## config.mk

```make
export PLATFORM = sky130hd
export DESIGN_NAME = hieg_top
export DESIGN_NICKNAME = d
export VERILOG_FILES = /design/src/hw/hieg_pkg.sv /design/src/hw/hieg_axil.sv /design/src/hw/hieg_top.sv
export VERILOG_INCLUDE_DIRS = /design/src /design/src/hw
export SDC_FILE = /design/constraint.sdc
export NUM_CORES = 1
export LEC_CHECK = 0
export BUFFER_PORTS_ARGS = -buffer_cell sky130_fd_sc_hd__buf_2
export CAP_MARGIN = 20
export CORE_UTILIZATION = 55
export DETAILED_ROUTE_END_ITERATION = 10
export PLACE_DENSITY = 0.81
export RECOVER_POWER = 100
export SYNTH_ARGS = -nofsm -noshare
export SYNTH_HDL_FRONTEND = slang
export SYNTH_HIERARCHICAL = 1
export SYNTH_SLANG_ARGS = --single-unit
```

## constraint.sdc

```tcl
create_clock -name aclk -period 2.4 [get_ports aclk]
set_input_delay 0.36 -clock aclk [delete_from_list [all_inputs] [get_ports aclk]]
set_output_delay 0.36 -clock aclk [all_outputs]
set_load 0.01 [all_outputs]
```

## src/hw/hieg_defs.svh

```systemverilog
// Offsets, field positions, reset values and sizes of the host interrupt enable gating block.
// Assumes inclusion by bare name from the package and from every design module.
`ifndef HIEG_DEFS_SVH
`define HIEG_DEFS_SVH

// Register width and bus address and data widths
`define HIEG_REG_W          16
`define HIEG_ADDR_W         12
`define HIEG_DATA_W         32

// Printed register indices; byte address is four times the index
`define HIEG_IDX_STATUS     10'h0d4
`define HIEG_IDX_ENABLE     10'h0d6
`define HIEG_IDX_ISO_OR     10'h0d8

// Event bit positions, shared by status and enable
`define HIEG_BIT_MSOF       0
`define HIEG_BIT_SOF        1
`define HIEG_BIT_DMA        3
`define HIEG_BIT_OPREG      4
`define HIEG_BIT_SUSP       5
`define HIEG_BIT_CLKRDY     6
`define HIEG_BIT_PERIODIC   7
`define HIEG_BIT_ASYNC      8
`define HIEG_BIT_ISO        9
`define HIEG_BIT_OTG        10

// Positions that carry an event; reserved 15..11 and 2 are out
`define HIEG_EVENT_MASK     16'h07fb

// Reset values
`define HIEG_RST_ENABLE     16'h0000
`define HIEG_RST_ISO_OR     16'h0000
`define HIEG_RST_STATUS     16'h0000

// Isochronous descriptor count
`define HIEG_ISO_DESC_N     16

// AXI responses
`define HIEG_RESP_OKAY      2'b00
`define HIEG_RESP_SLVERR    2'b10

`endif

```

## src/hw/hieg_pkg.sv

```systemverilog
// Types shared by the host interrupt enable gating block and its bus slave.
// Assumes the constants header sits beside it.
`include "hieg_defs.svh"

package hieg_pkg;

	// Per-event pulses from the host controller core
	typedef struct packed {
		logic otg_latch;
		logic iso_and_hit;
		logic async_done;
		logic periodic_done;
		logic clock_stable;
		logic suspend_entry;
		logic op_reg_change;
		logic dma_done;
		logic frame_start;
		logic microframe_start;
	} hieg_event_type;

	// One register write taken from the bus
	typedef struct packed {
		logic                     valid;
		logic [`HIEG_ADDR_W-1:0]  addr;
		logic [`HIEG_DATA_W-1:0]  data;
		logic [3:0]               strb;
	} hieg_wreq_type;

	// One register read taken from the bus
	typedef struct packed {
		logic                     valid;
		logic [`HIEG_ADDR_W-1:0]  addr;
	} hieg_rreq_type;

	// Slave write channel state, one-hot
	typedef enum logic [1:0] {
		HIEG_WR_COLLECT = 2'b01,
		HIEG_WR_RESPOND = 2'b10
	} hieg_wr_state_type;

endpackage : hieg_pkg

```

## src/hw/hieg_axil.sv

```systemverilog
// AXI4-Lite slave front end: turns bus transfers into one-cycle register requests.
// Assumes the register owner decodes combinationally and answers in the request cycle.
`timescale 1ns/10ps
`include "hieg_defs.svh"

module hieg_axil
	import hieg_pkg::*;
(
	// Clock and reset
	input  wire logic                    aclk,
	input  wire logic                    aresetn,
	// Write address and data
	input  wire logic [`HIEG_ADDR_W-1:0] s_axil_awaddr,
	input  wire logic                    s_axil_awvalid,
	output      logic                    s_axil_awready,
	input  wire logic [`HIEG_DATA_W-1:0] s_axil_wdata,
	input  wire logic [3:0]              s_axil_wstrb,
	input  wire logic                    s_axil_wvalid,
	output      logic                    s_axil_wready,
	// Write response
	output      logic [1:0]              s_axil_bresp,
	output      logic                    s_axil_bvalid,
	input  wire logic                    s_axil_bready,
	// Read address and data
	input  wire logic [`HIEG_ADDR_W-1:0] s_axil_araddr,
	input  wire logic                    s_axil_arvalid,
	output      logic                    s_axil_arready,
	output      logic [`HIEG_DATA_W-1:0] s_axil_rdata,
	output      logic [1:0]              s_axil_rresp,
	output      logic                    s_axil_rvalid,
	input  wire logic                    s_axil_rready,
	// Register side
	output      hieg_wreq_type           wreq,
	input  wire logic                    wr_ok,
	output      hieg_rreq_type           rreq,
	input  wire logic [`HIEG_DATA_W-1:0] rd_data,
	input  wire logic                    rd_ok
);

	hieg_wr_state_type          wr_state;
	logic                       aw_held;
	logic                       w_held;
	logic [`HIEG_ADDR_W-1:0]    aw_addr;
	logic [`HIEG_DATA_W-1:0]    w_data;
	logic [3:0]                 w_strb;

	// Each half is taken once, in either order
	assign s_axil_awready = (wr_state == HIEG_WR_COLLECT) && !aw_held;
	assign s_axil_wready  = (wr_state == HIEG_WR_COLLECT) && !w_held;
	assign s_axil_arready = !s_axil_rvalid;

	// Request towards the registers once both halves are held
	assign wreq.valid = (wr_state == HIEG_WR_COLLECT) && aw_held && w_held;
	assign wreq.addr  = aw_addr;
	assign wreq.data  = w_data;
	assign wreq.strb  = w_strb;
	assign rreq.valid = s_axil_arvalid && s_axil_arready;
	assign rreq.addr  = s_axil_araddr;

	// Write channel capture and response
	always_ff @(posedge aclk) begin
		if (!aresetn) begin
			wr_state      <= HIEG_WR_COLLECT;
			aw_held       <= 1'b0;
			w_held        <= 1'b0;
			aw_addr       <= '0;
			w_data        <= '0;
			w_strb        <= '0;
			s_axil_bvalid <= 1'b0;
			s_axil_bresp  <= `HIEG_RESP_OKAY;
		end else begin
			unique case (wr_state)
				HIEG_WR_COLLECT: begin
					if (s_axil_awvalid && s_axil_awready) begin
						aw_held <= 1'b1;
						aw_addr <= s_axil_awaddr;
					end
					if (s_axil_wvalid && s_axil_wready) begin
						w_held <= 1'b1;
						w_data <= s_axil_wdata;
						w_strb <= s_axil_wstrb;
					end
					if (wreq.valid) begin
						aw_held       <= 1'b0;
						w_held        <= 1'b0;
						s_axil_bvalid <= 1'b1;
						s_axil_bresp  <= wr_ok ? `HIEG_RESP_OKAY : `HIEG_RESP_SLVERR;
						wr_state      <= HIEG_WR_RESPOND;
					end
				end
				HIEG_WR_RESPOND: begin
					if (s_axil_bready) begin
						s_axil_bvalid <= 1'b0;
						wr_state      <= HIEG_WR_COLLECT;
					end
				end
			endcase
		end
	end

	// Read data captured at the address handshake
	always_ff @(posedge aclk) begin
		if (!aresetn) begin
			s_axil_rvalid <= 1'b0;
			s_axil_rdata  <= '0;
			s_axil_rresp  <= `HIEG_RESP_OKAY;
		end else if (rreq.valid) begin
			s_axil_rvalid <= 1'b1;
			s_axil_rdata  <= rd_data;
			s_axil_rresp  <= rd_ok ? `HIEG_RESP_OKAY : `HIEG_RESP_SLVERR;
		end else if (s_axil_rready) begin
			s_axil_rvalid <= 1'b0;
		end
	end

endmodule : hieg_axil

```

## src/hw/hieg_top.sv

```systemverilog
// Host controller interrupt enable gating: event status, enable register, iso OR mask, irq line.
// Assumes event inputs are one-cycle pulses synchronous to aclk, and an AXI4-Lite master.
//
// The AXI4-Lite interface to the registers was decided locally.
`timescale 1ns/10ps
`include "hieg_defs.svh"

module hieg_top
	import hieg_pkg::*;
#(
	parameter int ISO_DESC_N = `HIEG_ISO_DESC_N
)
(
	// Clock and reset
	input  wire logic                    aclk,
	input  wire logic                    aresetn,
	// AXI4-Lite write address and data
	input  wire logic [`HIEG_ADDR_W-1:0] s_axil_awaddr,
	input  wire logic                    s_axil_awvalid,
	output      logic                    s_axil_awready,
	input  wire logic [`HIEG_DATA_W-1:0] s_axil_wdata,
	input  wire logic [3:0]              s_axil_wstrb,
	input  wire logic                    s_axil_wvalid,
	output      logic                    s_axil_wready,
	// AXI4-Lite write response
	output      logic [1:0]              s_axil_bresp,
	output      logic                    s_axil_bvalid,
	input  wire logic                    s_axil_bready,
	// AXI4-Lite read
	input  wire logic [`HIEG_ADDR_W-1:0] s_axil_araddr,
	input  wire logic                    s_axil_arvalid,
	output      logic                    s_axil_arready,
	output      logic [`HIEG_DATA_W-1:0] s_axil_rdata,
	output      logic [1:0]              s_axil_rresp,
	output      logic                    s_axil_rvalid,
	input  wire logic                    s_axil_rready,
	// Host controller events
	input  wire hieg_event_type          events,
	input  wire logic [ISO_DESC_N-1:0]   iso_done_map,
	// Interrupt toward the processor
	output      logic                    irq
);

	// Elaboration check on the descriptor count
	if (ISO_DESC_N != `HIEG_REG_W) begin : g_bad_iso_n
		$error("hieg_top: ISO_DESC_N must equal the register width");
	end

	// Byte addresses derived from the printed indices
	localparam logic [`HIEG_ADDR_W-1:0] ADDR_STATUS = {`HIEG_IDX_STATUS, 2'b00};
	localparam logic [`HIEG_ADDR_W-1:0] ADDR_ENABLE = {`HIEG_IDX_ENABLE, 2'b00};
	localparam logic [`HIEG_ADDR_W-1:0] ADDR_ISO_OR = {`HIEG_IDX_ISO_OR, 2'b00};
	localparam logic [`HIEG_REG_W-1:0]  EVENT_MASK  = `HIEG_EVENT_MASK;
	localparam logic [`HIEG_REG_W-1:0]  RST_STATUS  = `HIEG_RST_STATUS;

	hieg_wreq_type              wreq;
	hieg_rreq_type              rreq;
	logic                       wr_ok;
	logic                       rd_ok;
	logic [`HIEG_DATA_W-1:0]    rd_data;
	logic [`HIEG_REG_W-1:0]     host_event_status;
	logic [`HIEG_REG_W-1:0]     host_event_irq_enable;
	logic [`HIEG_REG_W-1:0]     iso_done_or_mask;
	logic [`HIEG_REG_W-1:0]     next_irq_enable;
	logic [`HIEG_REG_W-1:0]     next_iso_or_mask;
	logic [`HIEG_REG_W-1:0]     event_vec;
	logic [`HIEG_REG_W-1:0]     status_clear;
	logic                       wr_enable;
	logic                       wr_iso_or;
	logic                       sw_op_change;
	logic                       iso_or_hit;

	// Bus slave front end
	hieg_axil u_axil (
		.aclk           (aclk),
		.aresetn        (aresetn),
		.s_axil_awaddr  (s_axil_awaddr),
		.s_axil_awvalid (s_axil_awvalid),
		.s_axil_awready (s_axil_awready),
		.s_axil_wdata   (s_axil_wdata),
		.s_axil_wstrb   (s_axil_wstrb),
		.s_axil_wvalid  (s_axil_wvalid),
		.s_axil_wready  (s_axil_wready),
		.s_axil_bresp   (s_axil_bresp),
		.s_axil_bvalid  (s_axil_bvalid),
		.s_axil_bready  (s_axil_bready),
		.s_axil_araddr  (s_axil_araddr),
		.s_axil_arvalid (s_axil_arvalid),
		.s_axil_arready (s_axil_arready),
		.s_axil_rdata   (s_axil_rdata),
		.s_axil_rresp   (s_axil_rresp),
		.s_axil_rvalid  (s_axil_rvalid),
		.s_axil_rready  (s_axil_rready),
		.wreq           (wreq),
		.wr_ok          (wr_ok),
		.rreq           (rreq),
		.rd_data        (rd_data),
		.rd_ok          (rd_ok)
	);

	// Write decode; status is read-only, writes to it are ignored
	assign wr_enable = wreq.valid && (wreq.addr == ADDR_ENABLE);
	assign wr_iso_or = wreq.valid && (wreq.addr == ADDR_ISO_OR);
	assign wr_ok     = (wreq.addr == ADDR_ENABLE) || (wreq.addr == ADDR_ISO_OR)
		|| (wreq.addr == ADDR_STATUS);

	// Byte lanes 0 and 1 merge into the 16-bit registers
	always_comb begin
		next_irq_enable  = host_event_irq_enable;
		next_iso_or_mask = iso_done_or_mask;
		if (wreq.strb[0]) begin
			next_irq_enable[7:0]  = wreq.data[7:0];
			next_iso_or_mask[7:0] = wreq.data[7:0];
		end
		if (wreq.strb[1]) begin
			next_irq_enable[15:8]  = wreq.data[15:8];
			next_iso_or_mask[15:8] = wreq.data[15:8];
		end
	end

	// Enable register; reserved positions stored as written, the irq gate masks them with EVENT_MASK
	always_ff @(posedge aclk) begin
		if (!aresetn) begin
			host_event_irq_enable <= `HIEG_RST_ENABLE;
		end else if (wr_enable) begin
			host_event_irq_enable <= next_irq_enable;
		end
	end

	always_ff @(posedge aclk) begin
		if (!aresetn) begin
			iso_done_or_mask <= `HIEG_RST_ISO_OR;
		end else if (wr_iso_or) begin
			iso_done_or_mask <= next_iso_or_mask;
		end
	end

	assign iso_or_hit = |(iso_done_map & iso_done_or_mask);

	// software change of an operational register
	assign sw_op_change = (wr_enable && (next_irq_enable != host_event_irq_enable))
		|| (wr_iso_or && (next_iso_or_mask != iso_done_or_mask));

	always_comb begin
		event_vec                     = '0;
		event_vec[`HIEG_BIT_OTG]      = events.otg_latch;
		event_vec[`HIEG_BIT_ISO]      = iso_or_hit || events.iso_and_hit;
		event_vec[`HIEG_BIT_ASYNC]    = events.async_done;
		event_vec[`HIEG_BIT_PERIODIC] = events.periodic_done;
		event_vec[`HIEG_BIT_CLKRDY]   = events.clock_stable;
		event_vec[`HIEG_BIT_SUSP]     = events.suspend_entry;
		event_vec[`HIEG_BIT_OPREG]    = events.op_reg_change || sw_op_change;
		event_vec[`HIEG_BIT_DMA]      = events.dma_done;
		event_vec[`HIEG_BIT_SOF]      = events.frame_start;
		event_vec[`HIEG_BIT_MSOF]     = events.microframe_start;
	end

	// A status read clears exactly the bits it returned
	assign status_clear = (rreq.valid && (rreq.addr == ADDR_STATUS))
		? host_event_status : '0;

	// sticky flag per bit, set wins over read clear
	for (genvar i = 0; i < `HIEG_REG_W; i++) begin : g_status
		always_ff @(posedge aclk) begin
			if (!aresetn) begin
				host_event_status[i] <= RST_STATUS[i];
			end else if (event_vec[i] && EVENT_MASK[i]) begin
				host_event_status[i] <= 1'b1;
			end else if (status_clear[i]) begin
				host_event_status[i] <= 1'b0;
			end
		end
	end

	// Read mux; unmapped addresses answer SLVERR with zero data
	always_comb begin
		rd_data = '0;
		rd_ok   = 1'b1;
		unique case (rreq.addr)
			ADDR_STATUS: rd_data[`HIEG_REG_W-1:0] = host_event_status;
			ADDR_ENABLE: rd_data[`HIEG_REG_W-1:0] = host_event_irq_enable;
			ADDR_ISO_OR: rd_data[`HIEG_REG_W-1:0] = iso_done_or_mask;
			default:     rd_ok = 1'b0;
		endcase
	end

	// gated OR of status and enable, reserved excluded
	assign irq = |(host_event_status & host_event_irq_enable & EVENT_MASK);
endmodule : hieg_top

```

Yosys cells after proc, flatten, opt, wreduce, memory -nomap -nowiden
Index checks and enable logic that the tools add are counted.
Widths: inputs -> output; s select.
{ "totals": {"reg_bits": 98, "latch_bits": 0, "ramBits": 0, "rom_bits": 0, "inputBits": 93, "out_inout_bits": 42, "elab_cells": 120, "mem_count": 0} }
{ "classes": {"add_sub_neg": 0, "multipliers": 0, "div": 0, "n_lt_le_gt_ge": 0, "eq_ne": 12, "n_shift": 0, "mux": 41, "n_bitwise": 2, "n_reduce_logical": 42} }
{ "ops": {"columns": ["operator", "n"], "rows": [
  ["$eq 12x10->1 const B", 6],
  ["$pmux 16 s3", 1],
  ["$mux 8", 4],
  ["$ne 16x16->1", 2],
  ["$mux 1", 29],
  ["$reduce_bool 2->1", 13],
  ["$and 16x16->16", 1],
  ["$reduce_or 16->1", 1],
  ["$logic_and 1x1->1", 12],
  ["$reduce_and 2->1", 6],
  ["$and 11x11->11", 1],
  ["$mux 11", 1],
  ["$reduce_or 10->1", 1],
  ["$mux 2", 4],
  ["$logic_or 1x1->1", 5],
  ["$ne 2x2->1 const B", 2],
  ["$pmux 2 s2", 1],
  ["$logic_not 1->1", 3],
  ["$reduce_or 3->1", 1],
  ["$eq 2x1->1 const B", 1],
  ["$eq 2x2->1 const B", 1],
  ["$pmux 1 s2", 1]
]} }

Depth between registers and ports, before layout
Gate-level depths: netlist of the first run.
{ "depth": {"word_depth": 8, "ltp_mapped": 10} }

Cells and area by module
The synthesis of the first run kept the hierarchy.
{ "modules_own_cells": {"columns": ["mod", "n_inst", "cells_per_inst", "area_each_um2", "seq_area_each_um2"], "rows": [
  ["hieg_axil", 1, 399, 3324.4, 1741.7],
  ["hieg_top", 1, 296, 2487.4, 840.8]
]} }

Worst setup path after synthesis of the first run
OpenSTA, ideal clock, no wires.
{ "synth_path": {"kind": "register -> register", "startpoint": "register u_axil.s_axil_rvalid", "endpoint": "register host_event_status[4]", "setup_time_ns": 0.120, "arrival_time_ns": 1.907, "required_time_ns": 2.280, "path_slack_ns": 0.373, "stages_incl_launch_ff": 10, "n_path_buf": 2, "period_less_slack_ns": 2.027, "cell_sequence": "dfxtp_1 > nand2b_1 > buf_2 > inv_2 > buf_4 > nor4bb_1 > nand4_1 > nand2_1 > nand4b_1 > o31a_1"} }
{ "synth_lines": {"columns": ["element", "line_no", "source"], "rows": [
  ["start: declaration", "hieg_axil.sv:30", "output logic s_axil_rvalid,"],
  ["start signal: assignment", "hieg_axil.sv:104", "s_axil_rvalid <= 1'b0;"],
  ["start signal: assignment", "hieg_axil.sv:108", "s_axil_rvalid <= 1'b1;"],
  ["start signal: assignment", "hieg_axil.sv:112", "s_axil_rvalid <= 1'b0;"],
  ["end signal: indexed assignment", "hieg_top.sv:166", "host_event_status[i] <= RST_STATUS[i];"],
  ["end: declaration", "hieg_top.sv:61", "logic [`HIEG_REG_W-1:0] host_event_status;"]
]} }

==> qor.txt, run 1 <==
========================================================================================
Outcome                                                                     finished with violations
Violations in the final reports                                             max-capacitance violations, max-slew violations
Worst Max-Slew Pin Slew                                                         1.671 ns
Final slew viol count                                                                 50
Number of buffer and inverter stages on the critical path                              1
Dpl cells                                                                            816
Final count of hold timing violations                                                  0
Vias after detailed routing                                                         4534
CTS tree                                                                             yes
Worst min path class                                                           in -> reg
Min-Delay Startpoint                                                        s_axil_wdata[3]
Core Region                                                                    9196 um^2
DRT iter0 DRCs                                                                       189
Buffer depth of the longest clock path                                                 2
R2r startpoint                                                              u_axil/s_axil_rvalid
Routed len/inst                                                                 14.46 um
Mean number of vias per cell                                                       5.450
Global-route usage over all layers                                                0.2562
Ratio of total power to cell area                                           650.8 nW/um^2
Drt total wl                                                                    12.03 mm
Site Rows                                                                             35
Post-Route Setup TNS                                                                0 ns
Number of setup buffers added after CTS                                                0
Critical path class                                                           reg -> reg
Mean post-synth cell area                                                     8.367 um^2
Max-cap check violation count                                                          1
Post-CTS Hold Fix Bufs                                                                 0
Arrival time reported for the critical path endpoint                             2.34 ns
Max Fanout on Critical Path                                                           32
Peak supply drop                                                               0.3773 mV
Vertical die dimension                                                          99.12 um
Setup repair after global routing missed its margin                                false
Critical Path Source                                                        u_axil/s_axil_rvalid
Setup crit end kind                                                             register
Residual DRC                                                                           0
Post-route non-filler standard cell count                                            832
Commonest non-fill, non-tap cell in the layout                                   nand2_1
Post-synthesis instance area                                                   5187 um^2
Worst Setup Start Kind                                                          register
Clock skew after layout                                                       0.01096 ns
Estimated wirelength of the detail-placed design                                8.836 mm
Register clock-pin slew on the reported worst setup and hold paths               0.11 ns
Critical-path top delay cell                                                    clkbuf_1
Count of final setup violators                                                         0
Total number of yosys warnings                                                         6
Top library cells by usage in the layout, fill and taps aside               nand2_1 (162), dfxtp_1 (111), buf_2 (73)
Die area                                                                       9824 um^2
Core occupancy in the finished layout                                             0.6374
Category of cells accounting for the largest share of critical-path delay   buffers and inverters
Delay of the slowest cell on the worst path                                      0.98 ns
ANT nets after route                                                                   0
Synthesized netlist cell count                                                       620
Port Buffer Count                                                                    114
Total CTS buffers                                                                      9
Synthesis-to-layout area growth                                                   13.00%
Initial antenna violation count                                                        0
Aggregate global routing overflow                                                      0
Highest clock frequency the design can meet                                    487.3 MHz
Share of the clock period used by the worst path after layout                     0.8550
Number of global-route vias before repair                                           4186
Width of the die                                                                99.12 um
Global-route wire length before repair                                          20.16 mm
Pin count of the biggest net entering global routing                                  57
Root buffer cell                                                                clkbuf_8
H-tree depth reported by CTS                                                           3
Number of optimization iterations in the first detailed-route pass                     7
Clk sink count                                                                       111
Data required time at the worst endpoint                                         2.68 ns
Number of nets in the layout                                                         809
Clk_lat worst skew                                                               0.37 ns
Number of gates resized after CTS                                                      0
Routability-driven placement congestion ratio                                     0.8550
Number of top-level design ports                                                     135
Time the worst path needs with I/O delays and setup                             2.052 ns
Initial Util                                                                      0.5641
Number of diodes                                                                       0
Layout cells sized above 1                                                        0.1429
Series of cell instances along the critical path                            nand2b_1, clkbuf_1, nand2_1, a21boi_0
Leakage power                                                                0.002292 uW
Worst slew margin relative to its limit                                          -0.1138
========================================================================================
metrics by stage:
step           power, uW  hold slack [ns]  instance area (um^2)  setup WS [ns]
2_1_floorplan       2586           0.4232                  5248         0.3735
3_3_place_gp        2705           0.4327                  5720         0.4714
3_5_place_dp        2736           0.4348                  5720         0.3922
4_1_cts             3863           0.1989                  5926         0.4666
5_1_grt             4018           0.1965                  5862         0.1630
6_report            3815           0.1999                  5862         0.3480
routing by layer:
layer / GRT usage / wire [um]
met2: 0.4169 / 5618
met4: 0.07466 / 219
met1: 0.3467 / 5584
met5: 0 / 0
met3: 0.05130 / 604
registers in the layout, summed over array words and instances, names as in the netlist:
name and cells:
u_axil/s_axil_rresp 1, u_axil/wr_state 1, host_event_irq_enable 16, u_axil/s_axil_rdata 32, u_axil/w_strb 2, u_axil/aw_held 1
u_axil/s_axil_bvalid 1, u_axil/aw_addr 12, iso_done_or_mask 16, u_axil/s_axil_bresp 1, u_axil/w_held 1, u_axil/s_axil_rvalid 1
u_axil/w_data 16, host_event_status 10
tightest hold or removal path: cells and delay by family:
family | cells | cell delay [ns]
buf+inv | 1 | 0.08
compound gates | 1 | 0.06
simple gates | 1 | 0.05
power breakdown:
group | total, uW | leakage [uW] | internal [uW] | switching (uW)
Combinational | 572 | 0.00129 | 246 | 326
Clock | 1150 | 0.0000989 | 515 | 633
Sequential | 2100 | 0.000905 | 1960 | 132
area by class of cell:
| type | instances | area (um^2) |
|---|---|---|
| clock inverter | 6 | 67.56 |
| sequential | 111 | 2222 |
| timing repair buffer | 123 | 589.3 |
| clock buffer | 10 | 137.6 |
| inverter | 7 | 26.28 |
| multi-input combinational | 464 | 2680 |
| tap | 111 | 138.9 |
| fill | 828 | 3334 |
final timing paths:
path                                                 to  slack, ns  depth (start not counted)
worst max-delay path            u_axil/s_axil_rdata[28]       0.35                          4
worst min-delay path                   u_axil/w_data[3]       0.20                          3
worst max register to register  u_axil/s_axil_rdata[28]       0.35                          4
worst min register to register       u_axil/aw_addr[10]       0.46                          2
No activity file was read; power rests on OpenSTA's default activity.
==> inputs of run 2 (changes only) <==
--- a/config.mk
+++ b/config.mk
@@ -11,7 +11,6 @@
 export CORE_UTILIZATION = 55
 export DETAILED_ROUTE_END_ITERATION = 10
 export PLACE_DENSITY = 0.81
-export RECOVER_POWER = 100
 export SYNTH_ARGS = -nofsm -noshare
 export SYNTH_HDL_FRONTEND = slang
 export SYNTH_HIERARCHICAL = 1
==> run 2 against run 1 <==
Net effect: largest power group unchanged; highest routed layer unchanged; cell area grew 1.1%; clock-buffer cell count is the same; the flow now finishes without violations; routed wire length shrank 0.63%; largest cell class unchanged.
==> qor.txt, run 2 (synthesis results as in run 1) <==
========================================================================================
Port Buffer Count                                                                    114
Clk sink count                                                                       111
Number of optimization iterations in the first detailed-route pass                     5
Top library cells by usage in the layout, fill and taps aside               nand2_1 (162), buf_2 (113), dfxtp_1 (111)
Root buffer cell                                                                clkbuf_8
Post-layout total power                                                          3842 uW
Global-route wire length before repair                                          20.16 mm
Final slew viol count                                                                  0
Max FFs per register                                                                  32
Total CTS buffers                                                                      9
Ratio of total power to cell area                                           648.3 nW/um^2
Initial Util                                                                      0.5641
Outcome                                                                     finished clean
CTS tree                                                                             yes
Commonest non-fill, non-tap cell in the layout                                   nand2_1
Die area                                                                       9824 um^2
Critical path class                                                           reg -> reg
Routed len/inst                                                                 14.36 um
Number of setup buffers added after CTS                                                0
Global-route usage over all layers                                                0.2562
Delay of the slowest cell on the worst path                                      0.45 ns
Post-Route Setup TNS                                                                0 ns
Routability-driven placement congestion ratio                                     0.8550
Number of diodes                                                                       0
Mean number of vias per cell                                                       5.463
Leakage power                                                                0.002485 uW
Data required time at the worst endpoint                                         2.71 ns
Max Fanout on Critical Path                                                            9
Number of global-route vias before repair                                           4186
Final count of hold timing violations                                                  0
Sequential group share of total power                                              0.545
Critical-path top delay cell                                                      and4_1
H-tree depth reported by CTS                                                           3
Clk_lat worst skew                                                               0.37 ns
Register clock-pin slew on the reported worst setup and hold paths               0.10 ns
Number of top-level design ports                                                     135
Buffer depth of the longest clock path                                                 2
Setup crit end kind                                                             register
Share of the clock period used by the worst path after layout                     0.8053
Setup repair after global routing missed its margin                                false
Synthesis-to-layout area growth                                                   14.23%
Dpl cells                                                                            816
Post-route non-filler standard cell count                                            832
Number of buffer and inverter stages on the critical path                              0
DRT iter0 DRCs                                                                       214
Max-cap check violation count                                                          0
Width of the die                                                                99.12 um
Worst min path class                                                           in -> reg
Worst Max-Slew Pin Slew                                                        0.7787 ns
Core occupancy in the finished layout                                             0.6444
Residual DRC                                                                           0
NetSw                                                                            1098 uW
Vias after detailed routing                                                         4545
Switching share of power                                                          0.2857
Series of cell instances along the critical path                            nand4b_1, nor3_4, and4_1, a21boi_1, o31a_1
Time the worst path needs with I/O delays and setup                             1.933 ns
Drt total wl                                                                    11.95 mm
Layout cells sized above 1                                                        0.2025
Aggregate global routing overflow                                                      0
Core Region                                                                    9196 um^2
Clock skew after layout                                                       0.01240 ns
Vertical die dimension                                                          99.12 um
ANT nets after route                                                                   0
Worst Setup Start Kind                                                          register
Peak supply drop                                                               0.3777 mV
Arrival time reported for the critical path endpoint                             2.25 ns
Highest clock frequency the design can meet                                    517.4 MHz
Post-CTS Hold Fix Bufs                                                                 0
Initial antenna violation count                                                        0
Worst slew margin relative to its limit                                           0.4808
Number of gates resized after CTS                                                      0
Count of final setup violators                                                         0
Site Rows                                                                             35
Part of the power in the clock network                                             0.298
Estimated wirelength of the detail-placed design                                8.836 mm
Internal cell power                                                              2744 uW
Category of cells accounting for the largest share of critical-path delay   simple AND/OR/NAND/NOR gates
Number of nets in the layout                                                         809
Pin count of the biggest net entering global routing                                  57
Power share of the combinational group                                             0.157
Largest register by flop count                                              u_axil/s_axil_rdata
========================================================================================
run 2: changes by cell type in the layout (fill, tap and decap cells not counted), sizes merged:
cell	delta
buf	+44
clkbuf	-44
run 2: layer usage:
metal | vias to the layer above | GRT usage | routed length (um)
li1 | 2280 | - | -
met1 | 2106 | 0.3467 | 5493
met2 | 138 | 0.4169 | 5653
met3 | 21 | 0.05130 | 571
met4 | 0 | 0.07466 | 232
met5 | - | 0 | 0
run 2: layout make-up:
type / count / area, um^2
clock inverter: 6 / 67.56
clock buffer: 10 / 137.6
tap: 111 / 138.9
timing repair buffer: 123 / 653.1
multi-input combinational: 464 / 2680
sequential: 111 / 2222
inverter: 7 / 26.28
fill: 802 / 3271
run 2: worst paths after layout:
check                startpoint                    to  slack (ns)  cells after the start
max           u_axil/aw_addr[7]  host_event_status[4]        0.47                      5
min            s_axil_awaddr[6]     u_axil/aw_addr[6]        0.21                      3
max reg2reg   u_axil/aw_addr[7]  host_event_status[4]        0.47                      5
min reg2reg  u_axil/aw_addr[10]    u_axil/aw_addr[10]        0.45                      2
run 2: power groups by stage:
stage                     clock network, uW  logic, uW  registers [uW]
after detailed placement                  0        601            2130
after CTS                              1170        606            2090
final                                  1140        602            2090
after floorplan                           0        475            2110
after global placement                    0        580            2120
after global routing                   1270        667            2120
run 2: per-stage QoR:
stage / cell area (um^2) / hold WS, ns / worst slack [ns]
floorplan: 5248 / 0.4232 / 0.3735
global placement: 5720 / 0.4327 / 0.4714
detailed placement: 5720 / 0.4348 / 0.3922
CTS: 5926 / 0.1989 / 0.4666
global route: 5926 / 0.2025 / 0.3227
finish: 5926 / 0.2085 / 0.4672
run 2: worst register-to-register path, delay by kind of cell, from the launching register on:
family,cells,cell delay [ns]
flops,1,0.33
simple gates,3,1.19
compound gates,2,0.37
==> inputs of run 3 (changes only) <==
--- a/config.mk
+++ b/config.mk
@@ -6,11 +6,12 @@
 export SDC_FILE = /design/constraint.sdc
 export NUM_CORES = 1
 export LEC_CHECK = 0
+export ABC_AREA = 1
 export BUFFER_PORTS_ARGS = -buffer_cell sky130_fd_sc_hd__buf_2
 export CAP_MARGIN = 20
-export CORE_UTILIZATION = 55
+export CORE_UTILIZATION = 51
 export DETAILED_ROUTE_END_ITERATION = 10
-export PLACE_DENSITY = 0.81
+export PLACE_DENSITY = 0.78
 export SYNTH_ARGS = -nofsm -noshare
 export SYNTH_HDL_FRONTEND = slang
 export SYNTH_HIERARCHICAL = 1
==> constraint.sdc (replaced) <==
create_clock -name aclk -period 1.7 [get_ports aclk]
set_input_delay 0.255 -clock aclk [delete_from_list [all_inputs] [get_ports aclk]]
set_output_delay 0.255 -clock aclk [all_outputs]
set_load 0.01 [all_outputs]
==> run 3 against run 2 <==
Net effect: core utilization is 2.0 points lower; routed wire length up 25%; critical path depth shrank 1; cell area increased by 16%; synthesized cell count increased by 42%; hold slack lost 0.094 ns; global-route usage up 0.56 points; via count is 31% higher; critical path type is now reg -> out; critical endpoint is now irq; largest power group unchanged.
==> qor.txt, run 3 <==
=================================================================================
Clk sink count                                                                111
Core Region                                                            11030 um^2
Global-route usage over all layers                                         0.2618
Aggregate global routing overflow                                               0
Post-route non-filler standard cell count                                    1136
Highest clock frequency the design can meet                             610.6 MHz
H-tree depth reported by CTS                                                    3
Ratio of total power to cell area                                    885.8 nW/um^2
Register clock-pin slew on the reported worst setup and hold paths        0.07 ns
Routed wl met3                                                             862 um
Final count of hold timing violations                                           0
Met2 wire len                                                            6.823 mm
Clk_lat worst skew                                                        0.35 ns
Number of top-level design ports                                              135
CTS tree                                                                      yes
Estimated wirelength of the detail-placed design                         11.02 mm
Setup crit end kind                                                   output port
Residual DRC                                                                    0
Max FFs per register                                                           32
Clock skew after layout                                               0.007720 ns
Max-cap check violation count                                                   0
Largest register by flop count                                       u_axil/s_axil_rdata
Global-route wire length before repair                                   24.27 mm
Total CTS buffers                                                               9
Number of nets in the layout                                                 1084
Number of global-route vias before repair                                    5277
Setup repair after global routing missed its margin                          true
Post-CTS Hold Fix Bufs                                                          0
Pin count of the biggest net entering global routing                           45
Max Fanout on Critical Path                                                     3
Peak supply drop                                                        0.8091 mV
Final slew viol count                                                           0
Number of diodes                                                                0
Share of the clock period used by the worst path after layout              0.9634
Mean number of vias per cell                                                5.231
Layout cells sized above 1                                                 0.1948
Port Buffer Count                                                             114
Routed len/inst                                                          13.16 um
Root buffer cell                                                        clkbuf_16
Initial antenna violation count                                                 0
Number of fill cells                                                         1064
Count of final setup violators                                                  0
Worst slew margin relative to its limit                                    0.6409
Time the worst path needs with I/O delays and setup                      1.638 ns
Worst min path class                                                    in -> reg
Site Rows                                                                      38
Vertical die dimension                                                   109.3 um
Leakage power                                                         0.003405 uW
Buffer depth of the longest clock path                                          2
Commonest non-fill, non-tap cell in the layout                             nor2_1
ANT nets after route                                                            0
Data required time at the worst endpoint                                  1.44 ns
Post-synthesis instance area                                            5877 um^2
Initial Util                                                               0.5328
Mean post-synth cell area                                              6.663 um^2
Core occupancy in the finished layout                                      0.6241
Synthesized netlist cell count                                                882
Dpl cells                                                                    1116
Drt total wl                                                             14.95 mm
Width of the die                                                         109.3 um
Top library cells by usage in the layout, fill and taps aside        nor2_1 (179), nand2_1 (120), buf_2 (114)
Routability-driven placement congestion ratio                              0.9517
Outcome                                                              finished clean
Worst Setup Start Kind                                                   register
Highest metal layer used by the detailed router                              met4
Worst Max-Slew Pin Slew                                                 0.5380 ns
Length of routed wiring on met1                                          6.853 mm
Synthesis-to-layout area growth                                            17.14%
DRT iter0 DRCs                                                                372
Arrival time reported for the critical path endpoint                      1.38 ns
Vias after detailed routing                                                  5942
Critical path class                                                    reg -> out
Number of optimization iterations in the first detailed-route pass              4
Die area                                                               11960 um^2
Total number of yosys warnings                                                  6
=================================================================================
[run 3: through the flow]
step           power [uW]  setup TNS, ns  instance area (um^2)  setup slack, ns  hold WS [ns]
2_1_floorplan        3790              0                  5943          0.04800        0.3724
3_3_place_gp         4099              0                  6553           0.1935        0.4581
3_5_place_dp         4122              0                  6553           0.1792        0.4636
4_1_cts              6146              0                  6843         0.005699        0.1034
5_1_grt              6426      -0.008716                  6884        -0.008716        0.1215
6_report             6098              0                  6884          0.06225        0.1149
[run 3: layout make-up]
class / instances / area [um^2] / area share
clock buffer: 11 / 242.7 / 0.03526
sequential: 111 / 2228 / 0.3237
inverter: 116 / 435.4 / 0.06325
timing repair buffer: 147 / 855.8 / 0.1243
tap: 140 / 175.2 / 0.02545
clock inverter: 5 / 40.04 / 0.005816
multi-input combinational: 606 / 2907 / 0.4222
[run 3: routing by layer]
metal | track usage | vias up
met5 | 0 | -
met4 | 0.1143 | 0
met3 | 0.03616 | 29
met2 | 0.4259 | 186
met1 | 0.3461 | 2680
li1 | - | 3047
[run 3: power breakdown]
part | switching (uW) | internal, uW | total [uW]
Combinational | 710 | 431 | 1140
Sequential | 153 | 2780 | 2930
Clock | 973 | 1050 | 2020
[run 3: path summary, 6_finish.rpt]
kind	start	to	slack (ns)	cells past startpoint
min reg2reg	host_event_status[9]	host_event_status[9]	0.48	2
min	events[4]	host_event_status[5]	0.11	3
max	host_event_status[7]	irq	0.06	4
max reg2reg	u_axil/aw_addr[11]	iso_done_or_mask[7]	0.19	8
[run 3: critical path, cell delays in order, from the launching register on]
cell,delay [ns]
dfxtp_1,0.33
a22o_1,0.24
a221oi_2,0.17
nand4_1,0.13
buf_2,0.16
[run 3: repair_timing]
item,CTS,global route
endpoints found under the setup margin,1,2
pin swaps,0,3
gates resized for setup,2,5
buffers inserted,0,4
